File: src/tsh_pkg.sv
// Constants and state type for the touch sensor host access block
package tsh_pkg;
  // ==========================================================
  // Sizes
  localparam int NKEYS = 16;
  localparam int NGPO = 8;
  localparam int NGPIO = 3;
  localparam int MEM_DEPTH = 128;
  // ==========================================================
  // Location map
  localparam logic [7:0] LOC_ID = 8'h00;
  localparam logic [7:0] LOC_GEN = 8'h02;
  localparam logic [7:0] LOC_KEYLO = 8'h03;
  localparam logic [7:0] LOC_KEYHI = 8'h04;
  localparam logic [7:0] LOC_SLPOS = 8'h05;
  localparam logic [7:0] LOC_GPIN = 8'h06;
  localparam logic [7:0] LOC_CAL = 8'h07;
  localparam logic [7:0] LOC_SLCTL = 8'h08;
  localparam logic [7:0] LOC_BURST = 8'h10;
  localparam logic [7:0] LOC_GROUP = 8'h20;
  localparam logic [7:0] LOC_GPO_DRV = 8'h47;
  localparam logic [7:0] LOC_GPIO_DRV = 8'h48;
  localparam logic [7:0] LOC_GPIO_DIR = 8'h49;
  localparam logic [7:0] LOC_GPO_PWM = 8'h4A;
  localparam logic [7:0] LOC_GPIO_PWM = 8'h4B;
  localparam logic [7:0] LOC_PWM_LVL = 8'h4C;
  localparam logic [7:0] LOC_WAKE = 8'h4D;
  // ==========================================================
  // Fields and reset values
  localparam int GPIO_LSB = 2;
  localparam int GEN_RST_BIT = 7;
  localparam logic [7:0] BURST_RST = 8'h08;
  localparam logic [3:0] SLIDER_MAX = 4'h8;
  localparam logic [7:0] PWM_ON_MAX = 8'h0A;
  localparam logic [7:0] PWM_OFF_MIN = 8'hFA;
  localparam int PWM_DIV = 4;
  // ==========================================================
  // State
  typedef enum logic [2:0] {
    TSH_IDLE, TSH_ADDR, TSH_ACK, TSH_WR, TSH_RD, TSH_RACK
  } tsh_bus_t;
  typedef struct packed {
    tsh_bus_t bus;
    logic [3:0] bitcnt;
    logic [7:0] sh;
    logic is_read;
    logic got_ptr;
    logic [7:0] ptr;
    logic [7:0] wptr;
    logic [7:0] rloc;
    logic scl_q;
    logic sda_q;
    logic sda_oe;
    logic sda_o;
    logic [MEM_DEPTH-1:0][7:0] mem;
    logic [NKEYS-1:0] det;
    logic [7:0] slpos;
    logic [NGPIO-1:0] gpin;
    logic rst_flag;
    logic [4:0] chg;
    logic change_n;
    logic [NKEYS-1:0] key_en;
    logic cal;
    logic [NGPIO-1:0] gp_out;
    logic [NGPIO-1:0] gp_oe;
    logic [NGPO-1:0] shared_output;
    logic [7:0] pwm_cnt;
    logic [1:0] pwm_div;
  } tsh_state_t;
endpackage
File: src/tsh_host_access.sv
// Touch sensor controller: serial slave access, status, suppression and pins
`timescale 1ns/1ps
`default_nettype none

module tsh_host_access #(
  parameter logic [6:0] SLAVE_ADDR = 7'h0D,
  // Arbitrary identification value
  parameter logic [7:0] DEVICE_ID = 8'h5A
) (
  input wire logic clock_in,
  input wire logic arst_n_in,
  input wire logic scl_in,
  input wire logic sda_in,
  output logic sda_out,
  output logic sda_oe_out,
  output logic change_n_out,
  input wire logic [tsh_pkg::NKEYS-1:0] key_touch_in,
  input wire logic [tsh_pkg::NKEYS*8-1:0] key_signal_in,
  output logic [tsh_pkg::NKEYS-1:0] key_enable_out,
  output logic calibrate_out,
  input wire logic low_power_mode_in,
  input wire logic sleep_in,
  input wire logic measuring_in,
  input wire logic [tsh_pkg::NGPO-1:0] drive_line_in,
  input wire logic [tsh_pkg::NGPIO-1:0] dedicated_pin_in,
  output logic [tsh_pkg::NGPIO-1:0] dedicated_pin_out,
  output logic [tsh_pkg::NGPIO-1:0] dedicated_pin_oe_out,
  output logic [tsh_pkg::NGPO-1:0] shared_output_out
);

  tsh_pkg::tsh_state_t s;
  tsh_pkg::tsh_state_t n;

  // ==========================================================
  // Helpers
  function automatic logic [7:0] sig(input logic [tsh_pkg::NKEYS*8-1:0] v,
                                     input int k);
    sig = v[k*8 +: 8];
  endfunction

  function automatic tsh_pkg::tsh_state_t rst_state();
    tsh_pkg::tsh_state_t r;
    r = '0;
    r.bus = tsh_pkg::TSH_IDLE;
    r.scl_q = 1'b1;
    r.sda_q = 1'b1;
    r.rst_flag = 1'b1;
    r.chg = 5'h01;
    r.key_en = '1;
    for (int k = 0; k < tsh_pkg::NKEYS; k++) begin
      r.mem[32'(tsh_pkg::LOC_BURST) + k] = tsh_pkg::BURST_RST;
    end
    return r;
  endfunction

  // Reset image held as a constant so the asynchronous branch loads no logic
  localparam tsh_pkg::tsh_state_t RST_S = rst_state();

  // ==========================================================
  // Combinational next state
  logic rise, fall, start_c, stop_c;
  logic [tsh_pkg::NKEYS-1:0] en, touch, blocked, sl_mask;
  logic [3:0] sl_n;
  logic [7:0] gen, rd, pwm_lvl, best;
  logic [2:0] best_i;
  logic sl_touch, pwm_on, dir, wr_en;
  logic [4:0] clr, set;
  logic [1:0] gk;
  logic [7:0] keylo_new, keyhi_new;

  always_comb begin
    n = s;
    n.cal = 1'b0;
    n.scl_q = scl_in;
    n.sda_q = sda_in;
    rise = scl_in & ~s.scl_q;
    fall = ~scl_in & s.scl_q;
    start_c = scl_in & s.scl_q & s.sda_q & ~sda_in;
    stop_c = scl_in & s.scl_q & ~s.sda_q & sda_in;
    clr = '0;
    set = '0;
    wr_en = 1'b0;

    // Keys, slider and group suppression
    for (int k = 0; k < tsh_pkg::NKEYS; k++) begin
      en[k] = s.mem[32'(tsh_pkg::LOC_BURST) + k] != 8'h00;
    end
    touch = key_touch_in & en;
    sl_n = s.mem[tsh_pkg::LOC_SLCTL][3:0];
    if (sl_n > tsh_pkg::SLIDER_MAX) begin
      sl_n = tsh_pkg::SLIDER_MAX;
    end
    for (int k = 0; k < tsh_pkg::NKEYS; k++) begin
      sl_mask[k] = (k < 32'(sl_n));
    end
    for (int k = 0; k < tsh_pkg::NKEYS; k++) begin
      blocked[k] = 1'b0;
      gk = s.mem[32'(tsh_pkg::LOC_GROUP) + k][1:0];
      for (int j = 0; j < tsh_pkg::NKEYS; j++) begin
        if (j != k && gk != 2'h0 && !(sl_mask[k] && sl_mask[j]) &&
            s.mem[32'(tsh_pkg::LOC_GROUP) + j][1:0] == gk) begin
          if (s.det[j]) begin
            blocked[k] = 1'b1;
          end
          if (touch[j] && (sig(key_signal_in, j) > sig(key_signal_in, k) ||
              (sig(key_signal_in, j) == sig(key_signal_in, k) && j < k))) begin
            blocked[k] = 1'b1;
          end
        end
      end
      n.det[k] = touch[k] & (s.det[k] | ~blocked[k]);
    end
    n.key_en = en;

    // Slider position from the strongest detecting slider key
    sl_touch = |(n.det & sl_mask);
    best = '0;
    best_i = '0;
    for (int k = 0; k < 8; k++) begin
      if (n.det[k] && sl_mask[k] && sig(key_signal_in, k) >= best) begin
        best = sig(key_signal_in, k);
        best_i = 3'(k);
      end
    end
    if (sl_touch) begin
      n.slpos = {best_i, 5'h00};
    end

    // Pins and PWM
    if (s.pwm_div == 2'(tsh_pkg::PWM_DIV - 1)) begin
      n.pwm_div = '0;
      n.pwm_cnt = s.pwm_cnt + 8'h01;
    end else begin
      n.pwm_div = s.pwm_div + 2'h1;
    end
    pwm_lvl = s.mem[tsh_pkg::LOC_PWM_LVL];
    if (pwm_lvl <= tsh_pkg::PWM_ON_MAX) begin
      pwm_on = 1'b1;
    end else if (pwm_lvl >= tsh_pkg::PWM_OFF_MIN) begin
      pwm_on = 1'b0;
    end else begin
      pwm_on = s.pwm_cnt >= pwm_lvl;
    end
    for (int i = 0; i < tsh_pkg::NGPIO; i++) begin
      dir = s.mem[tsh_pkg::LOC_GPIO_DIR][tsh_pkg::GPIO_LSB + i];
      n.gp_oe[i] = dir;
      if (s.mem[tsh_pkg::LOC_GPIO_PWM][tsh_pkg::GPIO_LSB + i]) begin
        n.gp_out[i] = pwm_on;
      end else begin
        n.gp_out[i] = s.mem[tsh_pkg::LOC_GPIO_DRV][tsh_pkg::GPIO_LSB + i];
      end
      if (!dir && (low_power_mode_in ||
          (sleep_in && s.mem[tsh_pkg::LOC_WAKE][tsh_pkg::GPIO_LSB + i]))) begin
        n.gpin[i] = dedicated_pin_in[i];
      end
    end
    for (int i = 0; i < tsh_pkg::NGPO; i++) begin
      if (measuring_in) begin
        n.shared_output[i] = drive_line_in[i];
      end else if (s.mem[tsh_pkg::LOC_GPO_PWM][i]) begin
        n.shared_output[i] = pwm_on;
      end else begin
        n.shared_output[i] = s.mem[tsh_pkg::LOC_GPO_DRV][i];
      end
    end

    // Status bytes and read mux
    gen = '0;
    gen[tsh_pkg::GEN_RST_BIT] = s.rst_flag;
    gen[1] = |(s.det & sl_mask);
    gen[0] = |s.det;
    case (s.ptr)
      tsh_pkg::LOC_ID: rd = DEVICE_ID;
      tsh_pkg::LOC_GEN: rd = gen;
      tsh_pkg::LOC_KEYLO: rd = s.det[7:0];
      tsh_pkg::LOC_KEYHI: rd = s.det[15:8];
      tsh_pkg::LOC_SLPOS: rd = s.slpos;
      tsh_pkg::LOC_GPIN: rd = {5'h00, s.gpin};
      default: rd = s.ptr[7] ? 8'h00 : s.mem[s.ptr[6:0]];
    endcase

    // Serial slave
    case (s.bus)
      tsh_pkg::TSH_ADDR: begin
        if (rise) begin
          n.sh = {s.sh[6:0], sda_in};
          n.bitcnt = s.bitcnt + 4'h1;
        end else if (fall && s.bitcnt == 4'h8) begin
          n.bitcnt = '0;
          if (s.sh[7:1] == SLAVE_ADDR) begin
            n.sda_oe = 1'b1;
            n.is_read = s.sh[0];
            n.bus = tsh_pkg::TSH_ACK;
          end else begin
            n.bus = tsh_pkg::TSH_IDLE;
          end
        end
      end
      tsh_pkg::TSH_ACK: begin
        if (fall) begin
          n.bitcnt = '0;
          if (s.is_read) begin
            n.sh = rd;
            n.rloc = s.ptr;
            n.sda_oe = ~rd[7];
            n.bitcnt = 4'h1;
            n.bus = tsh_pkg::TSH_RD;
          end else begin
            n.sda_oe = 1'b0;
            n.bus = tsh_pkg::TSH_WR;
          end
        end
      end
      tsh_pkg::TSH_WR: begin
        if (rise) begin
          n.sh = {s.sh[6:0], sda_in};
          n.bitcnt = s.bitcnt + 4'h1;
        end else if (fall && s.bitcnt == 4'h8) begin
          n.sda_oe = 1'b1;
          n.bus = tsh_pkg::TSH_ACK;
          if (!s.got_ptr) begin
            n.got_ptr = 1'b1;
            n.ptr = s.sh;
            n.wptr = s.sh;
          end else begin
            wr_en = ~s.ptr[7] && s.ptr > tsh_pkg::LOC_GPIN;
            n.ptr = s.ptr + 8'h01;
            if (s.ptr == tsh_pkg::LOC_CAL && s.sh != 8'h00) begin
              n.cal = 1'b1;
            end
          end
        end
      end
      tsh_pkg::TSH_RD: begin
        if (fall && s.bitcnt == 4'h8) begin
          n.sda_oe = 1'b0;
          n.ptr = s.ptr + 8'h01;
          n.bus = tsh_pkg::TSH_RACK;
          for (int i = 0; i < 5; i++) begin
            clr[i] = s.rloc == tsh_pkg::LOC_GEN + 8'(i);
          end
          if (s.rloc == tsh_pkg::LOC_GEN) begin
            n.rst_flag = 1'b0;
          end
        end else if (fall) begin
          n.sh = {s.sh[6:0], 1'b0};
          n.sda_oe = ~s.sh[6];
          n.bitcnt = s.bitcnt + 4'h1;
        end
      end
      tsh_pkg::TSH_RACK: begin
        if (rise) begin
          n.bus = sda_in ? tsh_pkg::TSH_IDLE : tsh_pkg::TSH_ACK;
        end
      end
      default: begin
        n.sda_oe = 1'b0;
      end
    endcase
    if (wr_en) begin
      n.mem[s.ptr[6:0]] = s.sh;
    end
    if (start_c) begin
      n.bus = tsh_pkg::TSH_ADDR;
      n.bitcnt = '0;
      n.sda_oe = 1'b0;
      n.got_ptr = 1'b0;
    end else if (stop_c) begin
      n.bus = tsh_pkg::TSH_IDLE;
      n.sda_oe = 1'b0;
      n.ptr = s.wptr;
    end

    // Change tracking per status location
    keylo_new = n.det[7:0];
    keyhi_new = n.det[15:8];
    set[0] = (|n.det != |s.det) || (sl_touch != gen[1]);
    set[1] = keylo_new != s.det[7:0];
    set[2] = keyhi_new != s.det[15:8];
    set[3] = n.slpos != s.slpos;
    set[4] = n.gpin != s.gpin;
    n.chg = (s.chg & ~clr) | set;
    n.change_n = ~|n.chg;
    n.sda_o = 1'b0;
  end

  // ==========================================================
  // State register
  always_ff @(posedge clock_in or negedge arst_n_in) begin
    if (!arst_n_in) begin
      s <= RST_S;
    end else begin
      s <= n;
    end
  end

  assign sda_out = s.sda_o;
  assign sda_oe_out = s.sda_oe;
  assign change_n_out = s.change_n;
  assign key_enable_out = s.key_en;
  assign calibrate_out = s.cal;
  assign dedicated_pin_out = s.gp_out;
  assign dedicated_pin_oe_out = s.gp_oe;
  assign shared_output_out = s.shared_output;

endmodule

`default_nettype wire

File: config.mk
export PLATFORM = sky130hd
export DESIGN_NAME = tsh_host_access
export DESIGN_NICKNAME = d
export VERILOG_FILES = /design/src/tsh_pkg.sv /design/src/tsh_host_access.sv
export SDC_FILE = /design/constraint.sdc
export NUM_CORES = 2
export LEC_CHECK = 0
export ABC_AREA = 1
export BUFFER_PORTS_ARGS = -buffer_cell sky130_fd_sc_hd__buf_2
export CAP_MARGIN = 20
export CORE_UTILIZATION = 33
export CTS_CLUSTER_SIZE = 24
export DETAILED_ROUTE_END_ITERATION = 7
export GPL_ROUTABILITY_DRIVEN = 0
export GPL_TIMING_DRIVEN = 1
export PLACE_DENSITY = 0.43
export SYNTH_ARGS = -nofsm -noshare
export SYNTH_HDL_FRONTEND = slang
export SYNTH_SLANG_ARGS = --single-unit
File: constraint.sdc
create_clock -name clock_in -period 26.5 [get_ports clock_in]
set_input_delay 2.65 -clock clock_in [delete_from_list [all_inputs] [get_ports clock_in]]
set_output_delay 2.65 -clock clock_in [all_outputs]
set_load 0.01 [all_outputs]
== Word level (Yosys, flattened, before mapping) ==
Cells that the tools add are included.
Cells by class
  eq/ne operators: 407
  order comparisons: 270
  add/subtract/negate cells: 4
  bitwise logic cells: 70
  reduce and logical (&&, ||, !) cells: 1107
  mux-type cells: 808
Operators by type and width (number)
  $gt 8x8->1: 240
  $bwmux 1024: 1
  $eq 8x8->1: 120
  $logic_and 1x1->1: 821
  $mux 1: 753
  $eq 2x2->1: 240
  $mux 8: 17
  $reduce_bool 8->1: 17
  $logic_or 1x1->1: 124
  $logic_not 1->1: 109
  $ge 8x8->1: 8
  $reduce_or 16->1: 4
  $bmux 8 s7: 1
  $demux 8 s7: 1
  $eq 8x3->1 const B: 7
  $pmux 12 s4: 1
  $pmux 8 s6: 1
  $mux 3: 14
  $mux 12: 3
  $ne 4x4->1 const B: 9
  $reduce_bool 2->1: 18
  $mux 17: 2
  $and 16x15->16: 2
  $eq 8x2->1 const B: 4
  other kinds (53): 149
Word-level totals
  bits of input ports: 162
  logic and storage cells: 2818
  output and inout bits: 34
  register bits after elaboration: 1143

== Logic depth before layout (Yosys ltp) ==
  depth in word-level cells: 82
  mapped depth: 100
  gate-level depth less buffers: 95

== Least setup slack after synthesis ==
OpenSTA, ideal clock, no wires.
  kind: input port to flip-flop
  start: in key_signal_in[113] in the netlist's numbering
  end: reg s (netlist bit change_n_out)
  data arrival time: 12.881 ns
  stages on the path: 93
  slack: 13.539 ns
  setup time: 0.080 ns
  path buffers: 5
  data required time: 26.420 ns
  path through: inv_1 > ha_1 > inv_1 > nor2_1 > o21ai_0 > nand2_1 > nand2_1 > nand3_1 > nand2_1 > nand2_1 > nand2_1 > nand2_1 > nand2_1 > nor2_1 > nand2_1 > nand2_2 > nand2_4 > nor2_1 > [... 57 more ...] > nand4_1 > buf_2 > inv_1 > nand2_1 > nand2_1 > ha_1 > nand2_1 > inv_1 > nand3_1 > o311ai_0 > nand4_1 > nand2_1 > nor2_1 > nand3_1 > inv_1 > nor2_1 > nand2_1 > nor3_2
RTL lines
  from (decl): RTL line tsh_host_access.sv:18  | input wire logic [tsh_pkg::NKEYS*8-1:0] key_signal_in,
  to (signal assigned): RTL line tsh_host_access.sv:293  | s <= n;
  to (decl): RTL line tsh_host_access.sv:31  | tsh_pkg::tsh_state_t s;

==> out/metrics.yaml <==
synthToLayoutAreaGrowth_pct: 9.291
setup_violations: 0
die_h_um: 503.3
drt-total-wl_um: 398200
finalMaxSlewViolations: 0
die_area_um2: 253300
cp_slowest_stage_delay_ns: 0.71
drive_above_1_share: 0.07755
clock_latency_ns: 0.79
status: "finished, final reports clean"
required_ns: 27.21
htree_levels: 3
coreArea_um2: 249300
cp.arrival_ns: 17.54
num_rows: 183
cts-root-buf: "clkbuf_16"
rsz0062_at_grt: "no"
total_power_mw: 4.363
synthArstFlopShare: 1.000
portBuffers: 194
ys_ff_latch: 1143
ios: 196
grt_pass1_wl_um: 563200
synth_edf_count: 0
cts_post_setup_buffers_inserted: 0
critPathCaptureType: "flop"
crit_fanout: 19
multiInputGateArea_um2: 47850
post-synth-top-count-cell: "nand2_1"
vias_per_cell: 5.483
regToRegSetupSlack_ns: 10.93
route.vias.total: 78450
max_cap_violations: 0
grt_max_degree: 136
cts_inserted_buffers: 119
clk_pin_slew_worst_paths_ns: 0.07
syn_area_per_cell_um2: 7.622
yosysWarningCount: 0
drtIter0Drc: 7434
cts.sinks: 1143
leakage_nw: 47.41
fin_util: 0.3635
syn_area_um2: 82940
syn_inst: 10880
synthesis.nets: 12080
worst_setup_path_start_kind: "primary input"
seqCellArea_um2: 28650
synthTopCellsByCount: "3505 x nand2_1, 1107 x dfrtp_1, 1051 x o21ai_0"
cts_resized: 0
max_slew_margin: 0.1829
tightest_slew_ns: 1.214
start_util: 0.3326
clk_path_buf_depth: 3
powerDensity_nw_per_um2: 48.14
ys_seq_area_frac: 0.3454
hold_viol_final: 0
drtPass1Iterations: 7
ant_nets: 0
cp_slowest_cell: "nand4_1"
holdCritPathClass: "reg -> reg"
nFillCells: 26460
netlist-cell-type-count: 67
hold_buffers: 0
yosysTopAreaCell: "dfrtp_1"
die_x_um: 503.3
grt_pass1_vias: 74670
fin_crit_sh: 0.6352
layout.nets: 12070
setup_tns_ns: 0
cpMostUsedCell: "nand2_1"
drc: 0
drt-wirelength-per-cell_um: 27.83
track_usage: 0.3098
skew_ns: 0.03693
overflow: 0
fmaxAchievable_mhz: 59.41
whs_ns: 0.3753
synth_top_area_share: 0.3340
dp_hpwl_um: 280200
irDropWorstVdd_mv: 0.05049
cts_tree: "yes"
fin_crit_ns: 16.83
crit_type: "in -> reg"
yosys_most_used_dff: "dfrtp_1"
antenna_found_initial: 23
yosys-top-cells-area: "dfrtp_1 33%, nand2_1 16%, ha_1 16%"
[where the power goes]
part / internal [mW] / switching, mW / total [mW] / leakage [nW]
sequential: 1.76 / 0.0197 / 1.78 / 15.7
clock: 0.958 / 0.757 / 1.72 / 1.91
combinational: 0.193 / 0.679 / 0.872 / 29.8
[routing by layer]
layer	wire length, um	vias up	track usage
met5	144	-	0
met4	29980	20	0.2070
met3	26250	867	0.04654
met2	178800	2970	0.4934
met1	163100	38150	0.3881
li1	-	36440	-
[area by class of cell]
type | count | share of cell area
tap | 3330 | 0.04596
sequential | 1143 | 0.3160
inverter | 846 | 0.03549
clock inverter | 37 | 0.004320
clock buffer | 180 | 0.03861
timing repair buffer | 438 | 0.03158
antenna | 4 | 0.0001104
multi-input combinational | 8330 | 0.5279
[flip-flops by register name (all words and copies together), names as in the netlist, 2 cells and up]
register and count:
gk 2, shared_output_out 8, dedicated_pin_out 3, n 2, s 1096, key_enable_out 16
pwm_lvl 8, dedicated_pin_oe_out 3
[cell families (layout without fill, tap and decap cells)]
group           after synthesis  count (layout)  share of synthesized area
compound gates             2220            2220                     0.1553
simple gates               4943            4943                     0.2509
fa+ha+maj                  1034            1034                     0.1560
mux                           6               6                  0.0007241
flops                      1143            1143                     0.3454
buf+inv                    1409            1501                    0.07838
xor+xnor                    126             126                    0.01331
other cells                   1               5                 0.00004521
[stage by stage]
step	instances	worst slack [ns]	instance area, um^2
floorplan	10880	13.54	82940
global placement	14090	9.286	86710
detailed placement	14090	9.098	86710
CTS	14300	9.886	90600
global route	14310	8.558	90640
finish	14310	9.666	90650
[worst max-delay path, delay by kind of cell]
kind | cells | cell delay, ns
adder cells (fa/ha/maj) | 7 | 1.75
AND/OR/NAND/NOR | 51 | 8.13
buffers and inverters | 12 | 3.29
AO/OA/AOI/OAI | 10 | 1.62
[final timing paths]
path / to / startpoint / cells after the start
worst max-delay path: change_n_out / key_signal_in[111] / 80
max in group asynchronous: sda_oe_out / arst_n_in / 5
worst min-delay path: s[97] / s[97] / 0
worst min register to register: s[97] / s[97] / 0
worst max register to register: change_n_out / s[331] / 81
min in group asynchronous: shared_output_out[4] / arst_n_in / 1
[placed cells by master (no fill, tap or decap), types with 10 or more instances in the layout]
| cell | instances |
|---|---|
| nor2_4 | 21 |
| clkinv_1 | 20 |
| clkbuf_8 | 25 |
| xnor2_1 | 33 |
| clkbuf_16 | 121 |
| clkinv_2 | 22 |
| nor2_2 | 31 |
| o21bai_1 | 44 |
| o2bb2ai_1 | 12 |
| nand3_2 | 10 |
| nor4_1 | 10 |
| ha_1 | 1034 |
| nand2_4 | 81 |
| inv_2 | 12 |
| a221oi_1 | 121 |
| xor2_1 | 93 |
| buf_4 | 241 |
| o2111ai_1 | 11 |
| o21ai_1 | 82 |
| a21o_1 | 48 |
| o21a_1 | 77 |
| a22oi_1 | 132 |
| o22ai_1 | 26 |
| nand2_1 | 3505 |
| and2_1 | 18 |
| dfrtp_1 | 1107 |
| o21ai_0 | 1051 |
| nand4_1 | 259 |
| nand3_1 | 395 |
| a22o_1 | 66 |
| nor2_1 | 559 |
| dfstp_2 | 36 |
| clkbuf_1 | 34 |
| inv_1 | 798 |
| buf_2 | 193 |
| nor3_1 | 31 |
| a21oi_1 | 489 |
| inv_4 | 14 |
(Power assumes the default switching activity.)
